### src/hw/spims_pkg.sv
// Behaviour
// - Slave sets status bit 7 once the first byte after select is received.
// - Overflow flag at bit 6 sets on FIFO overflow; any write clears it.
// - Output direction: empty transmit FIFO overflows; input direction: full receive FIFO.
// - First-byte flag at bit 5 sets on first slave byte; any write clears it.
// - Byte-done flag bit 4 sets per byte; cleared by write or auto-clear access.
// - Idle flag at bit 3 resets to 1 and reads 1 while no shifting.
// - Status bit 2 shows transmit FIFO count, zero or one.
// - Status bit 0 shows receive FIFO count; bit 1 reads zero.
// - Master supports clock modes 0 and 3, chosen by the clock-format bit.
// - Incoming serial data is sampled on the rising serial clock edge.
// - Master drives SCK; chip select comes from a software-driven pin.
// - Data register write loads transmit FIFO and starts one 8-bit transfer.
// - Data read starts a transfer only when direction is input.
// - Slave takes SCK as input from the host; drivers set by software.
// - Slave MISO is driven automatically only while chip select is low.
// - On select the slave loads the preset byte into its shift buffer.
// - Preset byte bit 7 (bit 0 when setup bit 3 selects LSB first) stands on MISO while SCK is low after select.
// - Output direction: only writes are effective; input: reads and writes both.
// - Mode 0 serial clock idles low; mode 3 idles high.
// - Clear-all bit empties both FIFOs and flags; it resets to one.
package spims_pkg;
    localparam logic [5:0] IDX_SETUP = 6'h00;
    localparam logic [5:0] IDX_CKDIV = 6'h01;
    localparam logic [5:0] IDX_PRE = 6'h02;
    localparam logic [5:0] IDX_CTRL = 6'h03;
    localparam logic [5:0] IDX_DATA = 6'h04;
    localparam logic [5:0] IDX_STAT = 6'h05;

    localparam logic [7:0] RST_SETUP = 8'h00;
    localparam logic [7:0] RST_CKDIV = 8'h20;
    localparam logic [7:0] RST_PRE = 8'h20;
    localparam logic [7:0] RST_CTRL = 8'h02;

    localparam int SETUP_SLAVE = 7;
    localparam int SETUP_LSB = 3;
    localparam int CTRL_MISO_OE = 7;
    localparam int CTRL_MOSI_OE = 6;
    localparam int CTRL_SCK_OE = 5;
    localparam int CTRL_DIR = 4;
    localparam int CTRL_MST_CLK = 3;
    localparam int CTRL_CLR_ALL = 1;
    localparam int CTRL_AUTO = 0;

    localparam logic [3:0] LAST_BIT = 4'h7;
    localparam logic [3:0] LAST_RISE = 4'h8;
    localparam logic [6:0] HALF_MIN = 7'h01;
    localparam int SYNC_W = 4;

    typedef enum logic [0:0] {
        MST_IDLE = 1'b0,
        MST_SHIFT = 1'b1
    } spims_mst_t;

    function automatic logic [7:0] spims_ord(input logic [7:0] b, input logic lsb);
        logic [7:0] r;
        r = b;
        if (lsb) begin
            for (int i = 0; i < 8; i++) begin
                r[i] = b[7 - i];
            end
        end
        return r;
    endfunction
endpackage

### src/hw/spims_sync.sv
`timescale 1ns/1ps
module spims_sync (
    input wire logic ref_clk,                          // System clock
    input wire logic rst,                              // Async reset, active high
    input wire logic [spims_pkg::SYNC_W-1:0] d,        // Pin levels
    output logic [spims_pkg::SYNC_W-1:0] q             // Synchronised levels
);
    typedef struct packed {
        logic [spims_pkg::SYNC_W-1:0] s1;
        logic [spims_pkg::SYNC_W-1:0] s2;
    } spims_sync_t;

    spims_sync_t r;
    spims_sync_t next_r;

    always_comb begin
        next_r = r;
        next_r.s1 = d;
        next_r.s2 = r.s1;
    end

    always_ff @(posedge ref_clk or posedge rst) begin
        if (rst) begin
            r <= '0;
        end else begin
            r <= next_r;
        end
    end

    assign q = r.s2;
endmodule

### src/hw/spims_div.sv
`timescale 1ns/1ps
module spims_div (
    input wire logic ref_clk,      // System clock
    input wire logic rst,          // Async reset, active high
    input wire logic run,          // Count while high
    input wire logic [6:0] half,   // Cycles per half period
    output logic tick              // One-cycle pulse per half period
);
    typedef struct packed {
        logic [6:0] cnt;
        logic tick;
    } spims_div_t;

    spims_div_t r;
    spims_div_t next_r;

    always_comb begin
        next_r = r;
        if (!run) begin
            next_r.cnt = 7'h00;
            next_r.tick = 1'b0;
        end else if (r.cnt >= half - spims_pkg::HALF_MIN) begin
            next_r.cnt = 7'h00;
            next_r.tick = 1'b1;
        end else begin
            next_r.cnt = r.cnt + 7'h01;
            next_r.tick = 1'b0;
        end
    end

    always_ff @(posedge ref_clk or posedge rst) begin
        if (rst) begin
            r <= '0;
        end else begin
            r <= next_r;
        end
    end

    assign tick = r.tick;
endmodule

### src/hw/spims_top.sv
// Decided for this implementation: the placing of the registers and the AHB-Lite register port.
`timescale 1ns/1ps
module spims_top (
    input wire logic ref_clk,          // System clock, 50 MHz
    input wire logic rst,              // Async reset, active high
    input wire logic hsel,             // AHB select
    input wire logic [31:0] haddr,     // AHB address
    input wire logic [1:0] htrans,     // AHB transfer type
    input wire logic hwrite,           // AHB write
    input wire logic [2:0] hsize,      // AHB size, word only
    input wire logic [31:0] hwdata,    // AHB write data
    input wire logic hready,           // AHB bus ready
    output logic [31:0] hrdata,        // AHB read data
    output logic hreadyout,            // AHB slave ready
    output logic hresp,                // AHB response, always OKAY
    input wire logic sck_in,           // SCK pin level
    output logic sck_out,              // SCK pin drive value
    output logic sck_oe,               // SCK pin drive enable
    input wire logic mosi_in,          // MOSI pin level
    output logic mosi_out,             // MOSI pin drive value
    output logic mosi_oe,              // MOSI pin drive enable
    input wire logic miso_in,          // MISO pin level
    output logic miso_out,             // MISO pin drive value
    output logic miso_oe,              // MISO pin drive enable
    input wire logic cs_n_in,          // Slave chip select, low active
    output logic irq                   // Interrupt request, high active
);
    typedef struct packed {
        logic [7:0] setup;
        logic [7:0] ckdiv;
        logic [7:0] pre;
        logic [7:0] ctrl;
        logic [7:0] tx_data;
        logic [7:0] rx_data;
        logic [7:0] sh;
        logic tx_full;
        logic rx_full;
        logic flag_ov;
        logic flag_first;
        logic flag_byte;
        logic fst_act;
        spims_pkg::spims_mst_t mst;
        logic [3:0] rises;
        logic rx_bit;
        logic start_req;
        logic sck_lvl;
        logic [3:0] bitcnt;
        logic first_pend;
        logic cs_prev;
        logic sck_prev;
        logic wr_pend;
        logic [5:0] wr_idx;
        logic [31:0] hrdata;
        logic hreadyout;
        logic irq;
        logic sck_out;
        logic sck_oe;
        logic mosi_out;
        logic mosi_oe;
        logic miso_out;
        logic miso_oe;
    } spims_state_t;

    spims_state_t r;
    spims_state_t next_r;
    logic [spims_pkg::SYNC_W-1:0] pins;
    logic sck_s;
    logic mosi_s;
    logic miso_s;
    logic cs_s;
    logic tick;
    logic [6:0] half;
    logic slave;
    logic dir;
    logic mode3;
    logic lsb;
    logic idle;
    logic addr_ph;
    logic [7:0] rd_byte;
    logic eff;
    logic m_done;
    logic s_done;

    spims_sync u_sync (
        .ref_clk(ref_clk),
        .rst(rst),
        .d({sck_in, mosi_in, miso_in, cs_n_in}),
        .q(pins)
    );

    assign sck_s = pins[3];
    assign mosi_s = pins[2];
    assign miso_s = pins[1];
    assign cs_s = pins[0];

    // Half period in system cycles, at least one
    assign half = (r.ckdiv[7:1] == 7'h00) ? spims_pkg::HALF_MIN : r.ckdiv[7:1];

    spims_div u_div (
        .ref_clk(ref_clk),
        .rst(rst),
        .run(r.mst == spims_pkg::MST_SHIFT),
        .half(half),
        .tick(tick)
    );

    assign slave = r.setup[spims_pkg::SETUP_SLAVE];
    assign dir = r.ctrl[spims_pkg::CTRL_DIR];
    assign mode3 = r.ctrl[spims_pkg::CTRL_MST_CLK];
    assign lsb = r.setup[spims_pkg::SETUP_LSB];
    assign idle = (r.mst == spims_pkg::MST_IDLE) && !r.start_req && (r.bitcnt == 4'h0);
    assign addr_ph = hsel && htrans[1] && hready;

    always_comb begin
        unique case (haddr[7:2])
            spims_pkg::IDX_SETUP: rd_byte = {r.setup[7:3], 1'b0, slave && !cs_s, r.first_pend && r.bitcnt == 4'h0};
            spims_pkg::IDX_CKDIV: rd_byte = r.ckdiv;
            spims_pkg::IDX_PRE: rd_byte = r.pre;
            spims_pkg::IDX_CTRL: rd_byte = r.ctrl;
            spims_pkg::IDX_DATA: rd_byte = r.rx_data;
            spims_pkg::IDX_STAT: rd_byte = {r.fst_act, r.flag_ov, r.flag_first, r.flag_byte,
                                            idle, r.tx_full, 1'b0, r.rx_full};
            default: rd_byte = 8'h00;
        endcase
    end

    always_comb begin
        next_r = r;
        eff = 1'b0;
        m_done = 1'b0;
        s_done = 1'b0;
        // Data phase of a write, software clears come before hardware sets
        next_r.wr_pend = 1'b0;
        if (r.wr_pend) begin
            case (r.wr_idx)
                spims_pkg::IDX_SETUP: next_r.setup[7:3] = hwdata[7:3];
                spims_pkg::IDX_CKDIV: next_r.ckdiv = hwdata[7:0];
                spims_pkg::IDX_PRE: next_r.pre = hwdata[7:0];
                spims_pkg::IDX_CTRL: next_r.ctrl = hwdata[7:0];
                spims_pkg::IDX_DATA: begin
                    next_r.tx_data = hwdata[7:0];
                    next_r.tx_full = 1'b1;
                    eff = 1'b1;
                end
                spims_pkg::IDX_STAT: begin
                    next_r.flag_ov = 1'b0;
                    next_r.flag_first = 1'b0;
                    next_r.flag_byte = 1'b0;
                end
                default: next_r.wr_pend = 1'b0;
            endcase
        end
        if (addr_ph) begin
            if (hwrite) begin
                next_r.wr_pend = 1'b1;
                next_r.wr_idx = haddr[7:2];
            end else begin
                next_r.hrdata = {24'h000000, rd_byte};
                if (haddr[7:2] == spims_pkg::IDX_DATA) begin
                    next_r.rx_full = 1'b0;
                    eff = eff | dir;
                end
            end
        end
        if (eff) begin
            if (r.ctrl[spims_pkg::CTRL_AUTO]) begin
                next_r.flag_byte = 1'b0;
            end
            if (!slave) begin
                next_r.start_req = 1'b1;
            end
        end
        // Master engine
        unique case (r.mst)
            spims_pkg::MST_IDLE: begin
                next_r.sck_lvl = mode3;
                if (r.start_req && !slave) begin
                    next_r.start_req = 1'b0;
                    next_r.sh = spims_pkg::spims_ord(r.tx_data, lsb);
                    next_r.tx_full = 1'b0;
                    next_r.rises = 4'h0;
                    next_r.mst = spims_pkg::MST_SHIFT;
                end
            end
            spims_pkg::MST_SHIFT: begin
                if (tick) begin
                    next_r.sck_lvl = !r.sck_lvl;
                    if (!r.sck_lvl) begin
                        next_r.rises = r.rises + 4'h1;
                        next_r.rx_bit = miso_s;
                        if (mode3 && r.rises == spims_pkg::LAST_BIT) begin
                            next_r.sh = {r.sh[6:0], miso_s};
                            m_done = 1'b1;
                        end
                    end else begin
                        if (r.rises != 4'h0) begin
                            next_r.sh = {r.sh[6:0], r.rx_bit};
                        end
                        if (!mode3 && r.rises == spims_pkg::LAST_RISE) begin
                            m_done = 1'b1;
                        end
                    end
                end
            end
        endcase
        if (m_done) begin
            next_r.rx_data = spims_pkg::spims_ord(next_r.sh, lsb);
            next_r.rx_full = 1'b1;
            next_r.flag_byte = 1'b1;
            next_r.mst = spims_pkg::MST_IDLE;
        end
        // Slave engine, on the system clock, stepped by rising edges of the synchronised SCK
        next_r.cs_prev = cs_s;
        next_r.sck_prev = sck_s;
        if (slave) begin
            if (r.cs_prev && !cs_s) begin
                next_r.sh = spims_pkg::spims_ord(r.pre, lsb);
                next_r.bitcnt = 4'h0;
                next_r.first_pend = 1'b1;
                next_r.fst_act = 1'b0;
            end else if (cs_s) begin
                next_r.bitcnt = 4'h0;
            end else if (!r.sck_prev && sck_s) begin
                next_r.sh = {r.sh[6:0], mosi_s};
                next_r.bitcnt = r.bitcnt + 4'h1;
                if (r.bitcnt == spims_pkg::LAST_BIT) begin
                    s_done = 1'b1;
                    next_r.bitcnt = 4'h0;
                    next_r.rx_data = spims_pkg::spims_ord(next_r.sh, lsb);
                    if (next_r.rx_full && dir) begin
                        next_r.flag_ov = 1'b1;
                    end
                    next_r.rx_full = 1'b1;
                    next_r.flag_byte = 1'b1;
                    if (r.first_pend) begin
                        next_r.flag_first = 1'b1;
                        next_r.fst_act = 1'b1;
                        next_r.first_pend = 1'b0;
                    end
                    if (next_r.tx_full) begin
                        next_r.sh = spims_pkg::spims_ord(next_r.tx_data, lsb);
                        next_r.tx_full = 1'b0;
                    end else if (!dir) begin
                        next_r.flag_ov = 1'b1;
                    end
                end
            end else if (r.bitcnt == 4'h0 && !r.first_pend && next_r.tx_full) begin
                next_r.sh = spims_pkg::spims_ord(next_r.tx_data, lsb);
                next_r.tx_full = 1'b0;
            end
        end
        if (r.ctrl[spims_pkg::CTRL_CLR_ALL]) begin
            next_r.tx_full = 1'b0;
            next_r.rx_full = 1'b0;
            next_r.flag_ov = 1'b0;
            next_r.flag_first = 1'b0;
            next_r.flag_byte = 1'b0;
            next_r.fst_act = 1'b0;
        end
        next_r.sck_out = next_r.sck_lvl;
        next_r.mosi_out = next_r.sh[7];
        next_r.miso_out = next_r.sh[7];
        next_r.sck_oe = r.ctrl[spims_pkg::CTRL_SCK_OE];
        next_r.mosi_oe = r.ctrl[spims_pkg::CTRL_MOSI_OE];
        next_r.miso_oe = slave ? !cs_s : r.ctrl[spims_pkg::CTRL_MISO_OE];
        next_r.irq = |({next_r.flag_ov, next_r.flag_first, next_r.flag_byte} & next_r.setup[6:4]);
        next_r.hreadyout = 1'b1;
    end

    always_ff @(posedge ref_clk or posedge rst) begin
        if (rst) begin
            r <= '0;
            r.setup <= spims_pkg::RST_SETUP;
            r.ckdiv <= spims_pkg::RST_CKDIV;
            r.pre <= spims_pkg::RST_PRE;
            r.ctrl <= spims_pkg::RST_CTRL;
            r.cs_prev <= 1'b1;
        end else begin
            r <= next_r;
        end
    end

    assign hrdata = r.hrdata;
    assign hreadyout = r.hreadyout;
    assign hresp = 1'b0;
    assign sck_out = r.sck_out;
    assign sck_oe = r.sck_oe;
    assign mosi_out = r.mosi_out;
    assign mosi_oe = r.mosi_oe;
    assign miso_out = r.miso_out;
    assign miso_oe = r.miso_oe;
    assign irq = r.irq;
endmodule

### config.mk
export PLATFORM = sky130hd
export DESIGN_NAME = spims_top
export DESIGN_NICKNAME = d
export VERILOG_FILES = /design/src/hw/spims_pkg.sv /design/src/hw/spims_sync.sv /design/src/hw/spims_div.sv /design/src/hw/spims_top.sv
export SDC_FILE = /design/constraint.sdc
export NUM_CORES = 1
export LEC_CHECK = 0
export ABC_CLOCK_PERIOD_IN_PS = 3600
export BUFFER_PORTS_ARGS = -buffer_cell sky130_fd_sc_hd__buf_2
export CORE_MARGIN = 5
export CORE_UTILIZATION = 50
export DETAILED_ROUTE_END_ITERATION = 10
export PLACE_DENSITY = 0.84
export SLEW_MARGIN = 10
export SYNTH_ARGS = -nofsm -noshare
export SYNTH_HDL_FRONTEND = slang
export SYNTH_SLANG_ARGS = --single-unit
### constraint.sdc
create_clock -name ref_clk -period 3.6 [get_ports ref_clk]
set_input_delay 0.54 -clock ref_clk [delete_from_list [all_inputs] [get_ports ref_clk]]
set_output_delay 0.54 -clock ref_clk [all_outputs]
set_load 0.005 [all_outputs]
=== Word level (Yosys, flattened, before mapping) ===
Index checks and enable logic that the tools add are counted.

* Add/subtract/negate cells: 4
* Order comparisons: 1
* Eq/ne operators: 18
* Mux-type cells: 81
* Bitwise logic cells: 5
* Reductions and logical operators: 45

{| class="wikitable"
|+ Operators with widths
! cell !! number
|-
| 8-bit 2-to-1 mux || 18
|-
| 22-bit 2-to-1 mux || 3
|-
| 8-bit one-hot mux with 6 select lines || 1
|-
| 5-bit 2-to-1 mux || 8
|-
| 39-bit 2-to-1 mux || 1
|-
| 9-bit 2-to-1 mux || 4
|-
| 1-bit 2-to-1 mux || 35
|-
| 6-bit by 2-bit == test with 1-bit output (second input constant) || 4
|-
| 6-bit by 3-bit == test with 1-bit output (second input constant) || 4
|-
| 8-bit one-hot mux with 2 select lines || 1
|-
| 1-bit logical AND || 14
|-
| 7-bit 2-to-1 mux || 2
|-
| 2-bit AND reduction || 7
|-
| 6-bit by 1-bit == test with 1-bit output (second input constant) || 2
|-
| 6-bit zero test || 2
|-
| 4-bit 2-to-1 mux || 3
|-
| 3-bit nonzero test || 4
|-
| 4-bit by 1-bit adder with 4-bit output (second input constant) || 2
|-
| 4-bit by 3-bit == test with 1-bit output (second input constant) || 2
|-
| 4-bit one-hot mux with 2 select lines || 1
|-
| 7-bit by 1-bit adder with 7-bit output (second input constant) || 1
|-
| 7-bit greater-or-equal comparator || 1
|-
| 1-bit zero test || 7
|-
| 7-bit zero test || 1
|-
| 18 further kinds || 26
|}

* Bits in registers: 111
* Input bits: 78
* Output and inout port bits: 41

=== Depth between registers and ports, before layout ===
Gate-level depths: netlist of run 1.

* Word-level depth: 19
* Mapped depth: 11
* Gate-level depth less buffers: 11

=== By module ===
A second synthesis of run 1 with hierarchy kept.

* Cells, all modules: 607
* Area total of the unflattened synthesis: 6441.2 um^2

{| class="wikitable"
|+ By module, submodules not included
! module !! instances !! cells each !! area each (um^2) !! sequential area each (um^2)
|-
| spims_top || 1 || 537 || 5594.1 || 2357.3
|-
| spims_div || 1 || 61 || 643.1 || 200.2
|-
| spims_sync || 1 || 9 || 203.9 || 200.2
|}

=== Worst setup path after synthesis of run 1 ===
Ideal clock, no wire load.

* Kind: reg2reg
* Start point: register r[110] (netlist bit)
* End point: register u_div.r, in the netlist u_div.tick
* Library setup time: 0.119 ns
* Data arrival time: 2.123 ns
* Slack: 1.359 ns
* Stages on the path, launching flop included: 10
* Buffers on the path: 0
* Clock period less this slack: 2.241 ns
* Cell sequence: dfrtp_1 nor4_1 a21oi_1 ha_1 ha_1 a21o_1 a21o_1 a21oi_1 o21ai_0 o21a_1

{| class="wikitable"
|+ RTL lines
! item !! line !! text
|-
| from (decl) || spims_top.sv:64 || <nowiki>spims_state_t r;</nowiki>
|-
| from (signal assigned) || spims_top.sv:279 || <nowiki>r <= next_r;</nowiki>
|-
| to (signal assigned) || spims_div.sv:35 || <nowiki>r <= next_r;</nowiki>
|-
| to (decl) || spims_div.sv:14 || <nowiki>spims_div_t r;</nowiki>
|}

==> impl_metrics.yaml, run 1 <==
outcome:
  status: "completed"
finish:
  antenna_cells: 0
  seq_area_mm2: 0.002759
  final_nets: 718
  fillers: 1081
  final_cells: 804
  stdcell_area_mm2: 0.006785
  drive_above_1_share: 0.1994
  area_delta_synth_final_pct: 7.110
  multi_input_area_mm2: 0.003221
sta:
  period_needed_ns: 2.663
  slew_viol_final: 0
  finalSetupViolCount: 0
  hold_viol: 0
  final.setup.tns_ns: 0
  holdWs_ns: 0.2904
  slew_headroom: 0.3793
  max_freq_ghz: 0.3755
  clock_skew_ns: 0.007032
  tightest_slew_ns: 0.9289
  rsz0062_at_grt: "false"
  post-route-period-util: 0.7398
global_routing:
  first_global_vias: 4836
  grt_max_degree: 62
  grt_overflow: 0
  antenna_found_initial: 0
  grt_pass1_wl_mm: 25.02
  track_usage: 0.2140
power:
  p_per_area_mw_per_mm2: 580.5
  p_leak_nw: 3.015
  total_power_mw: 3.939
  ir_drop_mv: 0.2881
synth:
  ys_warn_count: 0
  syn_area_mm2: 0.006335
  synth-edff-count: 0
  synthTopCellsByArea: "dfrtp_1 (42%), mux2_2 (7.1%), mux2i_1 (6.5%)"
  ys.flop_type: "dfrtp_1"
  async_flop_share: 1.000
  yosys.area.top_type: "dfrtp_1"
  postSynthAreaPerCell_um2: 10.40
  synth-seq-area-share: 0.4353
  netlist-cell-type-count: 74
  postSynthCellCount: 609
  synth_most_common_cell: "dfrtp_1"
  synth_common_cells: "dfrtp_1 (106), nand2_1 (54), nor2_1 (51), mux2i_1 (41), mux2_2 (40)"
  ys_ff_latch: 110
  synth_top_area_frac: 0.4187
critical_path:
  startpoint_type: "register"
  worst-path-max-fanout: 13
  cp.arrival_ns: 2.90
  cp.required_ns: 3.84
  endpoint_kind: "register"
  crit_type: "reg2reg"
clocking:
  htreeDepth: 3
  ctsHoldBuffers: 0
  clock_path_buffers: 2
  clk_latency_ns: 0.36
  clkTransAtPathRegs_ns: 0.07
  cts_root_buf: "clkbuf_16"
  cts_tree: "done"
  cts_sinks: 110
  post_cts.repair.setup_buffers: 0
  cts_resized: 0
  numCtsBuffers: 9
floorplan:
  die_area_mm2: 0.01502
  boundaryPins: 119
  core_area_mm2: 0.01252
  rows: 41
  die_w_um: 122.6
  initial_core_util: 0.5061
  die_h_um: 122.6
routing:
  post_drt_wl_per_cell_um: 19.37
  drt_iter0_drc: 486
  routed_wl_mm: 15.58
  dr_total_vias: 4900
  firstDrtPassIters: 5
  ant_nets: 0
  vias_per_cell: 6.095
  drcViolationCount: 0
min_path:
  hold_class: "in2reg"
place:
  dp.cells: 788
  port-buffer-count: 39
  placed_cell_area_mm2: 0.006491
  place_congestion: 0.9053
  hpwl_mm: 11.21
job:
  drv_cap: 0
==> worst max-delay path: stages, from the launching register on <==
cell and delay [ns]:
dfrtp_1 0.57, and2_1 0.31, o2111a_1 0.58, nor2_4 0.18, a221oi_2 0.39, mux2i_1 0.16, a221o_1 0.35
==> layout make-up <==
class | count | area share
multi-input combinational | 447 | 0.4746
sequential | 110 | 0.4066
clock buffer | 12 | 0.03633
timing repair buffer | 42 | 0.03393
tap | 172 | 0.03172
inverter | 17 | 0.009773
clock inverter | 4 | 0.007007
==> layout by cell type (no fill, tap or decap), types with 7 or more instances in the layout <==
cell	count
inv_1	16
a221o_1	10
nand3_1	13
a21oi_1	18
nand2_1	54
clkbuf_16	9
a22oi_1	14
nor2_1	51
a221oi_2	7
buf_2	39
o21ai_0	21
mux2i_1	41
dfrtp_1	105
mux2_2	40
a22o_1	8
a21o_1	8
conb_1	26
ha_1	13
nand2b_1	7
==> metrics by stage <==
stage                     setup slack, ns  utilization
after floorplan                    0.1643            -
after global placement              1.040       0.5186
after detailed placement           0.9845       0.5186
after CTS                          0.9631       0.5421
after global routing               0.7412       0.5421
final                              0.9367       0.5421
==> power by group <==
| group | internal (mW) | total (mW) | switching (mW) |
|---|---|---|---|
| Combinational | 0.541 | 1.12 | 0.579 |
| Clock | 0.557 | 1.01 | 0.448 |
| Sequential | 1.45 | 1.81 | 0.359 |
| Total | 2.55 | 3.94 | 1.39 |
==> path summary, 6_finish.rpt <==
| kind | startpoint | to | slack [ns] | depth (start not counted) |
|---|---|---|---|---|
| worst min-delay path | cs_n_in | u_sync.next_r[0] | 0.29 | 1 |
| worst max-delay path | r[61] | r[83] | 0.94 | 6 |
| worst min register to register | u_sync.next_r[0] | u_sync.q[0] | 0.35 | 0 |
| max in group asynchronous | rst | r[93] | 2.48 | 3 |
| min in group asynchronous | rst | hreadyout | 0.32 | 2 |
| worst max register to register | r[61] | r[83] | 0.94 | 6 |
==> state kept, by name, indices dropped and copies added (netlist names) <==
signal / flops
next_r: 2
u_sync.next_r: 4
dir: 1
r: 74
sck_oe: 1
u_div.tick: 1
hreadyout: 1
sck_out: 1
u_div.r: 7
miso_oe: 1
hrdata: 8
u_sync.q: 4
miso_out: 1
irq: 1
lsb: 1
mosi_oe: 1
mode3: 1
==> logic make-up (layout without fill, tap and decap cells) <==
kind of cell / Yosys count / in the layout / share of synthesized area
multiplexers: 81 / 81 / 0.1359
buffers and inverters: 76 / 75 / 0.07051
XOR/XNOR: 10 / 10 / 0.01383
flip-flops: 110 / 110 / 0.4353
adder cells (fa/ha/maj): 13 / 13 / 0.02568
other: 2 / 26 / 0.001186
AND/OR/NAND/NOR: 179 / 179 / 0.1503
AO/OA/AOI/OAI: 138 / 138 / 0.1673
==> layer usage <==
layer	global-route usage	wire [um]	up-vias
met5	0	0	-
met4	0.09097	469	0
met3	0.05484	1291	37
met2	0.3360	7327	249
met1	0.2818	6486	2389
li1	-	-	2225
Power figures use the tool's default switching activity.
==> inputs of run 2 (changes only) <==
ABC_CLOCK_PERIOD_IN_PS = 2650   (was 3600)
PLACE_DENSITY = 0.81   (was 0.84)
clock period = 2.65 ns   (was 3.6 ns; I/O delays follow)
==> run 2 against run 1 <==
Compared with the run above: worst hold slack got worse by 0.15 ns; global-route usage increased by 0.25 points; cell area increased by 2.1%; cell count increased by 2.2%; highest routed layer unchanged; critical path type unchanged; via count increased by 1.1%; first-iteration DRC count decreased by 12%; largest cell class unchanged.
==> impl_metrics.yaml, run 2 (synthesis gave the netlist of run 1 again) <==
clocking:
  htreeDepth: 3
  clock_path_buffers: 2
  clk_latency_ns: 0.36
  post_cts.repair.setup_buffers: 0
  cts_sinks: 110
  cts_root_buf: "clkbuf_16"
  clkTransAtPathRegs_ns: 0.07
  cts_tree: "done"
  ctsHoldBuffers: 0
  numCtsBuffers: 9
critical_path:
  timing.rr.start: "r[57]"
  crit_type: "reg2reg"
  timing.rr.end: "r[80]"
  cp.arrival_ns: 2.77
  slowest_stage: "dfrtp_1"
  cp_num_buf_inv: 2
  startpoint_type: "register"
  rr_worst_depth: 8
  worst-path-max-fanout: 8
  cp_cell_sequence: "inv_1, ha_1, or3b_1, o2111a_1, buf_4, a221oi_2, mux2i_1, a221o_1"
  endpoint_kind: "register"
  max_stage_delay_ns: 0.44
  crit_cells: 8
  rrSetupSlack_ns: 0.11
  path_delay_family: "compound AO/OA/AOI/OAI gates"
  cp.required_ns: 2.89
finish:
  final_cell_mix: "dfrtp_1 (105), nand2_1 (54), nor2_1 (51), mux2i_1 (41), mux2_2 (40)"
  final_nets: 737
  antenna_cells: 0
  regMostFlops: "r"
  drive_above_1_share: 0.2292
  area_delta_synth_final_pct: 9.362
  largest_reg_flops: 74
  final_common_cell: "dfrtp_1"
routing:
  firstDrtPassIters: 5
  vias_per_cell: 6.028
  drcViolationCount: 0
  routed_wl_mm: 15.76
  drt_iter0_drc: 427
  post_drt_wl_per_cell_um: 19.18
  dr_total_vias: 4955
  ant_nets: 0
floorplan:
  boundaryPins: 119
  rows: 41
  die_w_um: 122.6
  die_area_mm2: 0.01502
  initial_core_util: 0.5061
  core_area_mm2: 0.01252
  die_h_um: 122.6
power:
  p_leak_nw: 3.096
  ir_drop_mv: 0.3581
  p_per_area_mw_per_mm2: 771.0
global_routing:
  grt_util_met3: 0.03410
  track_usage: 0.2165
  grt_pass1_wl_mm: 25.24
  use_met2: 0.3528
  gr-usage-met1: 0.2936
  first_global_vias: 4768
  grt_overflow: 0
  antenna_found_initial: 0
  top_usage_layer: "met2"
  grt_max_degree: 111
sta:
  slew_headroom: 0.5281
  holdWs_ns: 0.1410
  slew_viol_final: 0
  tightest_slew_ns: 0.7062
  finalSetupViolCount: 0
  max_freq_ghz: 0.3945
  period_needed_ns: 2.535
  clock_skew_ns: 0.008798
  rsz0062_at_grt: "false"
  final.setup.tns_ns: 0
  hold_viol: 0
  post-route-period-util: 0.9567
min_path:
  min_path_cells: 1
  hold_class: "in2reg"
  hp-start: "miso_in"
  holdPathEnd: "u_sync.next_r[1]"
place:
  port-buffer-count: 39
  place_congestion: 0.9123
  hpwl_mm: 11.55
job:
  drv_cap: 0
outcome:
  status: "completed"
-- run 2: cell types whose count changed in the layout (fill, tap and decap cells not counted), sizes merged --
| cell | previous run | this run |
|---|---|---|
| buf | 42 | 61 |
| clkbuf | 12 | 10 |
| bufinv | 1 | 0 |
| clkinv | 2 | 3 |
| clkinvlp | 1 | 2 |
-- run 2: cell type report --
cell class / count / area [um2]
multi-input cells: 447 / 3249
clock buffers: 10 / 229.0
fillers: 1073 / 5589
well taps: 172 / 215.2
inverters: 17 / 67.56
clock inverters: 5 / 35.03
flip-flops and latches: 110 / 2759
repair buffers: 61 / 372.9
-- run 2: per-layer routing --
metal  part of all wire  up-vias  routed length, um
met3              0.058       31                913
met4              0.025        0                387
li1                   -     2267                  -
met2               0.48      189               7506
met5                  0        -                  0
met1               0.44     2468               6955
-- run 2: where the power goes --
part	internal, mW	leakage (nW)	switching (mW)
clock network	0.636	0.129	0.627
registers	1.98	1.36	0.426
logic	0.792	1.61	0.884
-- run 2: timing repair --
item                       in CTS  in global routing
gates resized for setup         0                  5
hold endpoints to repair        0                  0
setup endpoints to repair       0                  9
-- run 2: metrics by stage --
step                      std cells  power (mW)  instance area, um2  setup WS, ns  utilization
after floorplan                 633       3.582                6429        0.4085            -
after global placement          807       3.977                6635        0.1989       0.5301
after detailed placement        807       4.057                6635       0.08035       0.5301
after CTS                       822       5.312                6899      0.006269       0.5512
after global routing            822       5.621                6928       0.03912       0.5535
final                           822       5.342                6928        0.1149       0.5535
-- run 2: worst max-delay path by stage --
stage / to / slack, ns / startpoint
after global placement: u_div.r[7] / 0.20 / r[110]
after global routing: u_div.tick / 0.04 / r[110]
after floorplan: u_div.tick / 0.41 / r[110]
final: r[80] / 0.11 / r[57]
after CTS: u_div.r[1] / 0.006 / r[110]
after detailed placement: u_div.r[1] / 0.08 / r[113]
-- run 2: worst reg2reg max path, cell delays in order, from the launching register on --
cell	delay, ns
dfrtp_1	0.44
inv_1	0.09
ha_1	0.17
or3b_1	0.38
o2111a_1	0.20
buf_4	0.20
a221oi_2	0.44
mux2i_1	0.16
a221o_1	0.34
